===== config.mk =====
export PLATFORM = sky130hd
export DESIGN_NAME = lpdmr_core
export DESIGN_NICKNAME = d
export VERILOG_FILES = /design/src/rtl/lpdmr_burst_addr.v /design/src/rtl/lpdmr_core.v
export VERILOG_INCLUDE_DIRS = /design/src /design/src/rtl
export SDC_FILE = /design/constraint.sdc
export NUM_CORES = 1
export LEC_CHECK = 0
export CORE_AREA = 2 2 66 93
export CTS_CLUSTER_SIZE = 30
export DETAILED_ROUTE_END_ITERATION = 6
export DIE_AREA = 0 0 68 95
export DONT_BUFFER_PORTS = 1
export PLACE_DENSITY = 0.73
export SLEW_MARGIN = 30
export SYNTH_ARGS = -nofsm -noshare
export SYNTH_HDL_FRONTEND = slang
export SYNTH_SLANG_ARGS = --single-unit

===== constraint.sdc =====
create_clock -name mclk -period 2.85 [get_ports mclk]
set_input_delay 0.285 -clock mclk [delete_from_list [all_inputs] [get_ports mclk]]
set_output_delay 0.285 -clock mclk [all_outputs]
set_load 0.02 [all_outputs]

===== src/rtl/lpdmr_defs.vh =====
// Summary of operation
// - clock stop offered only after initialization
// - load command with banks zero loads register
// - bank bits one-zero select extended register
// - field layout: length, type, latency, mode
// - length codes 1..4 give 2,4,8,16
// - latency codes 2 and 3 only
// - mode bits all zero mean normal
// - burst wraps inside length-sized column block
// - type bit: sequential count or xor interleave
// - one length governs reads and writes
// - first read data latency minus one clocks
//
// Purpose: constants for the mode register and burst sequencing block
// Assumes: commands sampled at mclk, active-low command pins
// Notes:   definitions only
`ifndef LPDMR_DEFS_VH
`define LPDMR_DEFS_VH
// ==========================================================
// command encodings {cs_n, ras_n, cas_n, we_n}
`define LPDMR_CMD_LOAD     4'h0
`define LPDMR_CMD_REFRESH  4'h1
`define LPDMR_CMD_PRECH    4'h2
`define LPDMR_CMD_ACTIVE   4'h3
`define LPDMR_CMD_WRITE    4'h4
`define LPDMR_CMD_READ     4'h5
// ==========================================================
// bank selects
`define LPDMR_BA_STD       2'h0
`define LPDMR_BA_EXT       2'h2
// ==========================================================
// field layout
`define LPDMR_BL_HI        2
`define LPDMR_BL_LO        0
`define LPDMR_BT_BIT       3
`define LPDMR_CL_HI        6
`define LPDMR_CL_LO        4
`define LPDMR_OM_HI        12
`define LPDMR_OM_LO        7
`define LPDMR_OM_NORMAL    6'h00
`define LPDMR_BL_2         3'h1
`define LPDMR_BL_4         3'h2
`define LPDMR_BL_8         3'h3
`define LPDMR_BL_16        3'h4
`define LPDMR_CL_2         3'h2
`define LPDMR_CL_3         3'h3
`define LPDMR_MR_RESET     13'h0000
`define LPDMR_PRECH_ALL    10
`define LPDMR_REFRESH_NEED 2'h2
// column split: block base above, start index below
`define LPDMR_COL_HI       9
`define LPDMR_BASE_LO      4
`define LPDMR_START_HI     3
// pre-beat wait loaded on a read, per latency code
`define LPDMR_LAT_WAIT_3   2'h2
`define LPDMR_LAT_WAIT_2   2'h1
`endif


===== src/rtl/lpdmr_burst_addr.v =====
// Purpose: column offset of one burst beat
// Assumes: start and beat are 4-bit indices
// Notes:   combinational
`timescale 1ns/1ps
`default_nettype none
module lpdmr_burst_addr (
    input  wire [3:0] start,
    input  wire [3:0] beat,
    input  wire [3:0] len_mask,
    input  wire       order_select_bit,
    output wire [3:0] offset
);
    // ==========================================================
    // order
    wire [3:0] seq_sum;
    wire [3:0] raw;
    assign seq_sum = start + beat;
    assign raw     = order_select_bit ? (start ^ beat) : seq_sum;
    // high bits keep start so the beat never leaves the block
    assign offset  = (raw & len_mask) | (start & ~len_mask);
endmodule
`default_nettype wire


===== src/rtl/lpdmr_core.v =====
// Purpose: mode register load, init tracking and burst column sequencing
// Assumes: inputs synchronous to mclk; controller keeps its own timing
// Notes:   reserved codes are recorded but flagged; reserved length and latency codes act as 2
`timescale 1ns/1ps
`default_nettype none
`include "lpdmr_defs.vh"
module lpdmr_core (
    input  wire        mclk,
    input  wire        rstn,
    input  wire        cs_n,
    input  wire        ras_n,
    input  wire        cas_n,
    input  wire        we_n,
    input  wire [1:0]  ba,
    input  wire [12:0] addr,
    output reg  [12:0] burst_latency_mode_config,
    output reg  [12:0] ext_mode_config,
    output reg         init_done,
    output reg         clock_stop_allowed,
    output reg         normal_mode,
    output reg         config_error,
    output reg         burst_active,
    output reg         burst_is_write,
    output reg  [9:0]  burst_col,
    output reg         read_data_valid
);
    // ==========================================================
    // command decode
    wire [3:0] cmd = {cs_n, ras_n, cas_n, we_n};
    wire is_load  = (cmd == `LPDMR_CMD_LOAD);
    wire is_ref   = (cmd == `LPDMR_CMD_REFRESH);
    wire is_rd    = (cmd == `LPDMR_CMD_READ);
    wire is_wr    = (cmd == `LPDMR_CMD_WRITE);
    wire [2:0] burst_count_setting = burst_latency_mode_config[`LPDMR_BL_HI:`LPDMR_BL_LO];
    wire [2:0] read_delay_setting  = burst_latency_mode_config[`LPDMR_CL_HI:`LPDMR_CL_LO];
    wire order_select_bit          = burst_latency_mode_config[`LPDMR_BT_BIT];
    // ==========================================================
    // init progress
    reg std_loaded;
    reg ext_loaded;
    reg [1:0] ref_count;
    wire seq_complete = std_loaded & ext_loaded & (ref_count == `LPDMR_REFRESH_NEED);
    always @(posedge mclk) begin
        if (!rstn) begin
            std_loaded <= 1'b0;
            ext_loaded <= 1'b0;
            ref_count  <= 2'h0;
            init_done  <= 1'b0;
            clock_stop_allowed <= 1'b0;
            burst_latency_mode_config <= `LPDMR_MR_RESET;
            ext_mode_config <= `LPDMR_MR_RESET;
        end else begin
            if (is_load && ba == `LPDMR_BA_STD) begin
                burst_latency_mode_config <= addr;
                std_loaded <= 1'b1;
            end
            if (is_load && ba == `LPDMR_BA_EXT) begin
                ext_mode_config <= addr;
                ext_loaded <= 1'b1;
            end
            if (is_ref && ref_count != `LPDMR_REFRESH_NEED)
                ref_count <= ref_count + 2'h1;
            if (seq_complete)
                init_done <= 1'b1;
            clock_stop_allowed <= seq_complete | init_done;
        end
    end
    // ==========================================================
    // mode decode
    reg [4:0] len;
    reg [3:0] len_mask;
    reg       bl_ok;
    always @* begin
        bl_ok = 1'b1;
        case (burst_count_setting)
            `LPDMR_BL_2:  begin len = 5'h02; len_mask = 4'h1; end
            `LPDMR_BL_4:  begin len = 5'h04; len_mask = 4'h3; end
            `LPDMR_BL_8:  begin len = 5'h08; len_mask = 4'h7; end
            `LPDMR_BL_16: begin len = 5'h10; len_mask = 4'hF; end
            default:      begin len = 5'h02; len_mask = 4'h1; bl_ok = 1'b0; end
        endcase
    end
    wire cl_ok = (read_delay_setting == `LPDMR_CL_2) | (read_delay_setting == `LPDMR_CL_3);
    wire om_ok = (burst_latency_mode_config[`LPDMR_OM_HI:`LPDMR_OM_LO] == `LPDMR_OM_NORMAL);
    always @(posedge mclk) begin
        if (!rstn) begin
            normal_mode  <= 1'b0;
            config_error <= 1'b0;
        end else begin
            normal_mode  <= om_ok;
            config_error <= std_loaded & ~(bl_ok & cl_ok & om_ok);
        end
    end
    // ==========================================================
    // burst sequencer, length shared by reads and writes
    reg  [5:0] col_base;
    reg  [3:0] col_start;
    reg  [3:0] beat;
    reg  [1:0] lat_cnt;
    wire [3:0] offset;
    wire [3:0] u_next_offset;
    lpdmr_burst_addr u_addr (
        .start            (col_start),
        .beat             (beat),
        .len_mask         (len_mask),
        .order_select_bit (order_select_bit),
        .offset           (offset)
    );
    // latency 2 gives first data one clock later, latency 3 two clocks
    wire [1:0] lat_load = (read_delay_setting == `LPDMR_CL_3) ? `LPDMR_LAT_WAIT_3
                                                              : `LPDMR_LAT_WAIT_2;
    wire last_beat = ({1'b0, beat} == len - 5'h01);
    wire lat_wait  = (lat_cnt != 2'h0);
    always @(posedge mclk) begin
        if (!rstn) begin
            burst_active    <= 1'b0;
            burst_is_write  <= 1'b0;
            burst_col       <= 10'h000;
            read_data_valid <= 1'b0;
            col_base  <= 6'h00;
            col_start <= 4'h0;
            beat      <= 4'h0;
            lat_cnt   <= 2'h0;
        end else if ((is_rd || is_wr) && init_done) begin
            // a new command truncates any burst in flight
            col_base  <= addr[`LPDMR_COL_HI:`LPDMR_BASE_LO];
            col_start <= addr[`LPDMR_START_HI:0];
            beat      <= 4'h0;
            burst_is_write  <= is_wr;
            lat_cnt   <= is_rd ? lat_load : 2'h0;
            burst_active    <= is_wr;
            read_data_valid <= 1'b0;
            burst_col <= addr[`LPDMR_COL_HI:0];
        end else if (lat_wait) begin
            lat_cnt <= lat_cnt - 2'h1;
            if (lat_cnt == 2'h1) begin
                burst_active    <= 1'b1;
                read_data_valid <= 1'b1;
                burst_col <= {col_base, offset};
            end
        end else if (burst_active) begin
            if (last_beat) begin
                burst_active    <= 1'b0;
                read_data_valid <= 1'b0;
            end else begin
                beat <= beat + 4'h1;
                burst_col <= {col_base, u_next_offset};
            end
        end
    end
    lpdmr_burst_addr u_next (
        .start            (col_start),
        .beat             (beat + 4'h1),
        .len_mask         (len_mask),
        .order_select_bit (order_select_bit),
        .offset           (u_next_offset)
    );
endmodule
`default_nettype wire


==> metrics.csv, run 1 <==
stage,metric,value,unit
pwr,power.density,687.2,nW/um^2
detailed_routing,route.detailed.drc,0,
place,hpwl,4.449,mm
global_routing,grt_max_degree,60,
synthesis,postSynthAreaPerCell,9.781,sq um
worst_hold_path,min_path_type,in -> reg,
worst_setup_path,worstPathMaxFanout,8,
sta,setup_violations,0,
sta,fin_crit,2.388,ns
worst_setup_path,r2r_cells,8,
final_layout,ff_latch_area,1261,sq um
die,die_w,68,microns
synthesis,synth_top_cell_by_area,dfxtp_1,
synthesis,synth-simple-area-share,20.94,%
detailed_routing,drt_first_pass_iters,4,
synthesis,synth_edf_count,0,
worst_setup_path,critical_path_class,reg -> reg,
synthesis,synth.top_cells.by_area,"dfxtp_1, mux2i_1, nor2b_1, ha_1, nand2_1",
clocking,cts_hold_buf,0,
synthesis,synthFlopType,dfxtp_1,
global_routing,grt_pass1_wl,10.26,mm
worst_setup_path,startpoint_type,flip-flop,
global_routing,overflow,0,
synthesis,synth_compound_area_share,12.42,%
worst_setup_path,cp_cell_sequence,"ha_1, ha_1, a211oi_1, nor4b_1, nor3_1, xnor2_1, mux2i_1, o21ai_0",
clocking,cts.sinks,63,
synthesis,synth_top_area_share,42.14,%
synthesis,synthTopCellsByCount,"dfxtp_1, nor2b_1, mux2i_1, nand2_1, nor2_1",
sta,finalCritPeriodShare,83.80,%
synthesis,syn_nets,339,
die,die_h,95,microns
clocking,cts-buffers-inserted,9,
detailed_routing,wire_per_inst,16.82,microns
place,port_buffers,0,
worst_setup_path,cpMaxStageDelayCell,dfxtp_1,
detailed_routing,ant_nets,0,
sta,fmax,418.7,MHz
die,rows,33,
synthesis,yosysMostFrequentCell,dfxtp_1,
sta,tns,0,ns
synthesis,muxShareOfSynthArea,12.12,%
synthesis,synth_warnings,0,
synthesis,synth-seq-area-share,42.14,%
detailed_routing,via_count,2178,
synthesis,ys_ff_latch,63,
sta,clock_skew,0.007410,ns
pwr,ir_drop,0.0005053,V
die,core,5698,sq um
global_routing,antenna_found_initial,0,
detailed_routing,drt_iter0_drc,127,
clocking,cts_root_buf,clkbuf_8,
clocking,post_cts_buffers,0,
worst_setup_path,crit_arrival,2.60,ns
die,initial_utilization,52.53,%
synthesis,synth_top_family_by_area,simple AND/OR/NAND/NOR gates,
clocking,clock_path_buffers,2,
die,dieArea,6460,sq um
run,max_cap_viol_count,0,
final_layout,area_delta_synth_final,8.487,%
final_layout,utilization,56.98,%
global_routing,grt_pass1_vias,2145,
detailed_routing,routed_wl,6.391,mm
worst_setup_path,slowest_delay,0.47,ns
clocking,htreeDepth,3,
sta,tightest_slew,0.8809,ns
detailed_routing,vias_per_cell,5.732,
synthesis,ys_types,46,
sta,finalHoldViolCount,0,
clocking,cts.clk_slew.worst_paths,0.07,ns
worst_setup_path,crit_top_cell,ha_1,
sta,rsz0062_at_grt,false,
worst_setup_path,cp.required,3.07,ns
clocking,clkLatencyLatePin,0.34,ns
pwr,p_leak,1.309,nW
synthesis,yosys.area_share.xor_xnor,2.634,%
clocking,cts_tree,done,
synthesis,async_flop_share,0,%
die,ios,64,
final_layout,multi_input_comb_area,1605,sq um
synthesis,netlist_instances,306,
run_status,status,finished clean,
sta,max-slew-margin-rel,41.13,%
global_routing,track_usage,21.59,%
final_layout,final_nets,338,
final_layout,drive_above_1_share,9.355,%
synthesis,netlist_area,2993,sq um
final_layout,fillers,524,
worst_setup_path,end_kind,flip-flop,
clocking,cts_resized,0,
final_layout,diodes,0,
synthesis,synth_fa_ha_area_share,5.518,%
sta,slew_violations,0,
place,place_congestion,0.8290,
worst_hold_path,whs_path_depth,1,
## path summary, 6_finish.rpt
kind	endpoint	slack [ns]	from
max	burst_col[3]	0.46	beat[1]
min reg2reg	ext_loaded	0.46	ext_loaded
max reg2reg	burst_col[3]	0.46	beat[1]
min	burst_col[4]	0.08	rstn
## stage by stage
step	instances	total power, W	setup WS [ns]	area [sq um]	hold WS, ns
6_report	380	0.002231	0.4617	3247	0.08112
3_3_place_gp	364	0.001419	0.6035	3029	0.4116
2_1_floorplan	306	0.001378	0.7585	2993	0.4299
5_1_grt	380	0.002340	0.3025	3247	0.07045
3_5_place_dp	364	0.001431	0.4901	3029	0.4180
4_1_cts	380	0.002248	0.4775	3247	0.05936
## routing by layer
layer,routed length [microns],global-route usage [%],vias up
li1,-,-,1059
met1,2688,23.75,1037
met2,3037,34.71,60
met3,394,5.840,22
met4,271,15.83,0
met5,0,0,-
## worst max-delay path: cells and delay by family (launching register included)
family	cells	cell delay [ns]
AND/OR/NAND/NOR	2	0.34
XOR/XNOR	1	0.17
AO/OA/AOI/OAI	2	0.42
multiplexers	1	0.22
adder cells (fa/ha/maj)	2	0.65
flip-flops	1	0.47
## power breakdown
group          total [W]  internal, W  leakage, nW  switching (W)
logic           0.000327     0.000143        0.698       0.000183
registers        0.00108     0.000955        0.509       0.000130
clock network   0.000820     0.000475        0.101       0.000345
## cell type report
cell class / count / area share, %
multi-input cells: 215 / 49.44
flip-flops and latches: 63 / 38.84
clock buffers: 12 / 5.087
well taps: 70 / 2.697
clock inverters: 4 / 1.618
inverters: 12 / 1.387
repair buffers: 4 / 0.9249
## sequential cells by signal (all words and copies together), names as in the netlist, 2 cells and up
register / flops
burst_latency_mode_config: 13
ext_mode_config: 13
burst_col: 10
col_base: 6
beat: 4
col_start: 4
lat_cnt: 2
ref_count: 2
## cells in the final DEF (no fill, tap or decap), drive strengths merged, types with 2 or more instances in the layout
cell	instances
buf	4
a21oi	7
nor2b	39
nand3	5
inv	12
and3	3
nor2	14
dfxtp	63
o211a	8
clkbuf	12
a31oi	3
ha	10
o21ai	11
nand4	2
nand2	27
fa	2
xor2	3
nor3	5
o211ai	3
clkinvlp	3
or4	3
xnor2	6
or3	2
and2	3
a211oi	2
a21boi	6
mux2i	34
nor3b	3
## kinds of logic (layout without fill, tap and decap cells)
kind of cell | after synthesis | count (layout)
AND/OR/NAND/NOR | 111 | 111
AO/OA/AOI/OAI | 48 | 48
flip-flops | 63 | 63
buffers and inverters | 28 | 32
XOR/XNOR | 9 | 9
adder cells (fa/ha/maj) | 12 | 12
multiplexers | 35 | 35
Note: power is estimated with default switching activity, not from simulation.
==> run 2, diff against run 1 <==
Clock period 2.85 ns to 2.2 ns, I/O delays scaled along.
==> metrics.csv, run 2 (synthesized netlist as in run 1, its figures left out) <==
stage,metric,value,unit
final_layout,instances_no_fill,395,
place,place_congestion,0.8768,
detailed_routing,vias_per_cell,5.709,
sta,fmax,469.4,MHz
final_layout,reg_top3,"burst_latency_mode_config (13), ext_mode_config (13), burst_col (10)",
worst_setup_path,cp.required,2.42,ns
detailed_routing,route.detailed.drc,0,
worst_setup_path,reg2reg_to,burst_col[3],
clocking,clkLatencyLatePin,0.34,ns
pwr,ir_drop,0.0006449,V
pwr,p_leak,1.395,nW
run,max_cap_viol_count,0,
worst_hold_path,min_path_type,in -> reg,
worst_setup_path,worstPathMaxFanout,4,
final_layout,drive_above_1_share,15.69,%
pwr,power.density,857.3,nW/um^2
global_routing,grt_pass1_wl,11.12,mm
sta,fin_crit,2.131,ns
sta,clock_skew,0.006705,ns
detailed_routing,drt_first_pass_iters,4,
die,die_w,68,microns
worst_setup_path,cp_cell_sequence,"ha_4, xor2_1, ha_1, nor2_2, o311a_1, nor3_2, xnor2_1, mux2i_1, o21ai_1",
detailed_routing,wire_per_inst,17.75,microns
worst_setup_path,rrSetupSlack,0.07,ns
clocking,cts-buffers-inserted,9,
final_layout,area_delta_synth_final,14.21,%
place,hpwl,4.892,mm
sta,finalCritPeriodShare,96.84,%
worst_setup_path,end_kind,flip-flop,
clocking,cts.sinks,63,
global_routing,overflow,0,
detailed_routing,ant_nets,0,
final_layout,fillers,506,
die,initial_utilization,52.53,%
die,die_h,95,microns
place,port_buffers,0,
die,dieArea,6460,sq um
worst_setup_path,cpMaxStageDelayCell,dfxtp_4,
die,core,5698,sq um
worst_setup_path,crit_arrival,2.35,ns
worst_hold_path,min_from,rstn,
sta,tightest_slew,0.5168,ns
sta,rsz0062_at_grt,true,
clocking,htreeDepth,3,
final_layout,final_nets,354,
clocking,clock_path_buffers,2,
final_layout,diodes,0,
clocking,cts.clk_slew.worst_paths,0.06,ns
sta,setup_violations,0,
global_routing,antenna_found_initial,0,
final_layout,final_cell_mix,"dfxtp_1, nor2b_1, mux2i_1, nand2_1, buf_4",
sta,finalHoldViolCount,0,
global_routing,grt_pass1_vias,2332,
place,placedCellCount,376,
clocking,cts_tree,done,
worst_setup_path,startpoint_type,flip-flop,
worst_setup_path,critical_path_class,reg -> reg,
die,ios,64,
detailed_routing,drt_iter0_drc,51,
worst_setup_path,r2r_cells,9,
global_routing,track_usage,23.70,%
worst_hold_path,worstHoldEndpoint,burst_latency_mode_config[4],
detailed_routing,routed_wl,7.011,mm
run_status,status,finished clean,
sta,max-slew-margin-rel,65.50,%
final_layout,utilization,59.99,%
detailed_routing,via_count,2255,
clocking,cts_root_buf,clkbuf_8,
die,rows,33,
worst_setup_path,r2r-start,beat[0],
global_routing,grt_max_degree,51,
final_layout,final_common_cell,dfxtp_1,
worst_setup_path,slowest_delay,0.36,ns
worst_hold_path,whs_path_depth,1,
sta,slew_violations,0,
run 2: changes by cell type in the layout (fill, tap and decap cells not counted), moves of 2 or more:
cell           change
buf_4             +13
clkinv_2           +3
clkinvlp_4         -3
dlygate4sd3_1      +2
ha_1               -3
ha_4               +2
nor3_1             -2
nor3_2             +2
run 2: worst max-delay path by stage:
stage	startpoint	to	slack, ns
after CTS	lat_cnt[0]	burst_col[3]	0.03
after global routing	beat[0]	burst_col[3]	-0.04
after global placement	beat[0]	burst_col[3]	0.11
after detailed placement	beat[0]	burst_col[3]	0.006
final	beat[0]	burst_col[3]	0.07
after floorplan	beat[1]	burst_col[3]	0.11
run 2: layout make-up:
type	count	area (sq um)	share of cell area [%]
flip-flops and latches	63	1265	37.01
clock buffers	11	151.4	4.429
clock inverters	4	45.04	1.318
multi-input cells	215	1657	48.46
repair buffers	20	167.7	4.905
inverters	12	45.04	1.318
well taps	70	87.58	2.562
run 2: power by group:
part           switching, W  total (W)  internal (W)  leakage [nW]
Combinational      0.000276   0.000539      0.000263         0.780
Sequential         0.000159    0.00140       0.00124         0.510
Clock              0.000422   0.000994      0.000572         0.105
run 2: per-stage QoR:
step | setup TNS, ns | cell area (sq um) | power (W) | setup slack, ns | hold WS, ns
after global routing | -0.03959 | 3418 | 0.003062 | -0.03959 | 0.01761
final | 0 | 3418 | 0.002930 | 0.06941 | 0.02018
after floorplan | 0 | 2993 | 0.001785 | 0.1085 | 0.3649
after detailed placement | 0 | 3132 | 0.001928 | 0.006334 | 0.3515
after global placement | 0 | 3132 | 0.001914 | 0.1052 | 0.3481
after CTS | 0 | 3353 | 0.002932 | 0.02958 | 0.001303
run 2: timing repair:
| action | CTS | global route |
|---|---|---|
| gates resized for setup | 1 | 12 |
| setup endpoints to repair | 1 | 3 |
| buffers inserted | 0 | 2 |
| gates cloned | 0 | 0 |
| hold buffers | 2 | 0 |
| pin swaps | 0 | 8 |
| hold endpoints to repair | 8 | 0 |
run 2: worst max-delay path, delay by kind of cell, from the launching register on:
family                   cells  cell delay [ns]
AO/OA/AOI/OAI                2             0.42
XOR/XNOR                     2             0.29
adder cells (fa/ha/maj)      2             0.49
flip-flops                   1             0.36
multiplexers                 1             0.21
AND/OR/NAND/NOR              2             0.26
run 2: metal layers:
layer	vias up	global-route usage, %	part of all wire [%]
li1	1086	-	-
met3	23	7.628	6.0
met5	-	0	0
met1	1071	22.84	36
met2	75	42.07	53
met4	0	14.67	4.3
==> run 3, diff against run 2 <==
Settings changed: CTS_BUF_LIST from default to sky130_fd_sc_hd__clkbuf_8, PLACE_DENSITY 0.73 to default, PLACE_DENSITY_LB_ADDON from default to 0.15.
==> metrics.csv, run 3 (synthesized netlist as in run 1, its figures left out) <==
stage,metric,value,unit
run_status,status,finished clean,
global_routing,grt_pass1_wl,10.30,mm
die,die_h,95,microns
place,hpwl,4.582,mm
worst_setup_path,end_kind,flip-flop,
worst_setup_path,crit_arrival,2.26,ns
final_layout,area_delta_synth_final,12.21,%
detailed_routing,drt_iter0_drc,104,
place,port_buffers,0,
detailed_routing,drt_first_pass_iters,5,
pwr,p_leak,1.386,nW
sta,tightest_slew,0.5637,ns
clocking,cts-buffers-inserted,9,
clocking,cts.sinks,63,
pwr,combPwrFrac,17.8,%
final_layout,final_nets,352,
die,initial_utilization,52.53,%
global_routing,grt_pass1_vias,2166,
detailed_routing,ant_nets,0,
global_routing,grt_max_degree,60,
run,max_cap_viol_count,0,
clocking,clock_path_buffers,2,
detailed_routing,via_count,2183,
global_routing,overflow,0,
final_layout,drive_above_1_share,13.93,%
final_layout,diodes,0,
worst_hold_path,min_path_type,in -> reg,
die,dieArea,6460,sq um
pwr,ir_drop,0.0007065,V
sta,tns,0,ns
pwr,seqPwrFrac,48.1,%
worst_setup_path,cp_cell_sequence,"ha_1, buf_4, fa_1, mux4_2, nor2_2, a211o_1, a31oi_1",
final_layout,final_common_cell,dfxtp_1,
detailed_routing,route.detailed.drc,0,
pwr,internal_power,0.002058,W
global_routing,track_usage,21.57,%
sta,fin_crit,2.080,ns
sta,setup_violations,0,
sta,max-slew-margin-rel,62.28,%
worst_setup_path,critical_path_class,reg -> reg,
clocking,cts_root_buf,clkbuf_8,
worst_setup_path,slowest_delay,0.47,ns
clocking,cts_tree,done,
sta,slew_violations,0,
detailed_routing,wire_per_inst,16.08,microns
detailed_routing,vias_per_cell,5.555,
sta,finalCritPeriodShare,94.56,%
pwr,p_sw,0.0008372,W
final_layout,fillers,509,
final_layout,reg_top3,"burst_latency_mode_config (13), ext_mode_config (13), burst_col (10)",
final_layout,final_cell_mix,"dfxtp_1, nor2b_1, mux2i_1, nand2_1, buf_4",
pwr,power_frac_clock,34.1,%
pwr,power,0.002895,W
detailed_routing,routed_wl,6.320,mm
clocking,post_cts_buffers,0,
die,ios,64,
clocking,cts_hold_buf,0,
clocking,cts.clk_slew.worst_paths,0.07,ns
worst_setup_path,cpMaxStageDelayCell,mux4_2,
place,place_congestion,0.8559,
sta,finalHoldViolCount,0,
sta,fmax,480.7,MHz
die,core,5698,sq um
clocking,clkLatencyLatePin,0.32,ns
final_layout,utilization,58.94,%
die,rows,33,
die,die_w,68,microns
worst_setup_path,cp.required,2.38,ns
worst_setup_path,worstPathMaxFanout,2,
sta,clock_skew,0.004214,ns
worst_setup_path,startpoint_type,flip-flop,
pwr,power.density,862.0,nW/um^2
clocking,htreeDepth,3,
global_routing,antenna_found_initial,0,
pwr,sw_frac_of_total,28.92,%
run 3: changes by cell type in the layout (fill, tap and decap cells not counted), sizes merged:
cell         delta
clkinvlp        +1
dlygate4sd3     -2
clkinv          -2
inv             +1
run 3: repair_timing:
item	CTS	global route
hold endpoints to repair	0	0
setup endpoints to repair	0	3
gates resized for setup	0	5
run 3: metrics by stage:
stage / hold slack, ns / setup WS [ns] / instances / cell area, sq um
floorplan: 0.3649 / 0.1085 / 306 / 2993
global placement: 0.3492 / 0.1124 / 378 / 3147
detailed placement: 0.3519 / 0.08456 / 378 / 3147
CTS: 0.006634 / 0.07051 / 393 / 3344
global route: 0.0002338 / -0.007997 / 393 / 3358
finish: 0.02241 / 0.1197 / 393 / 3358
run 3: worst max-delay path: cells and delay by family, from the launching register on:
| family | cells | cell delay [ns] |
|---|---|---|
| buf+inv | 1 | 0.15 |
| fa+ha+maj | 2 | 0.74 |
| flops | 1 | 0.32 |
| mux | 1 | 0.47 |
| compound gates | 2 | 0.17 |
| simple gates | 1 | 0.09 |
run 3: layout make-up:
type	count	area, sq um	area share (%)
flip-flops and latches	63	1262	37.59
clock inverters	4	46.29	1.379
well taps	70	87.58	2.608
clock buffers	11	151.4	4.508
multi-input cells	215	1618	48.17
inverters	12	45.04	1.341
repair buffers	18	147.6	4.396
run 3: metal layers:
metal  part of all wire [%]  global-route usage (%)  vias to the layer above
li1                       -                       -                     1082
met1                     41                   25.30                     1028
met2                     51                   35.84                       60
met3                    5.8                   6.436                       13
met4                    2.1                   9.000                        0
met5                      0                       0                        -
run 3: path summary, 6_finish.rpt:
kind	start	end	slack [ns]	depth (start not counted)
worst max register to register	beat[1]	burst_col[1]	0.12	7
worst max-delay path	beat[1]	burst_col[1]	0.12	7
worst min register to register	ext_loaded	ext_loaded	0.47	2
worst min-delay path	rstn	burst_col[0]	0.02	1
run 3: power by group through the flow:
stage          clock network [W]  logic (W)  registers (W)
2_1_floorplan                  0   0.000381        0.00140
6_report                0.000988   0.000515        0.00139
5_1_grt                  0.00107   0.000581        0.00141
4_1_cts                  0.00101   0.000512        0.00139
3_5_place_dp                   0   0.000509        0.00142
3_3_place_gp                   0   0.000504        0.00142
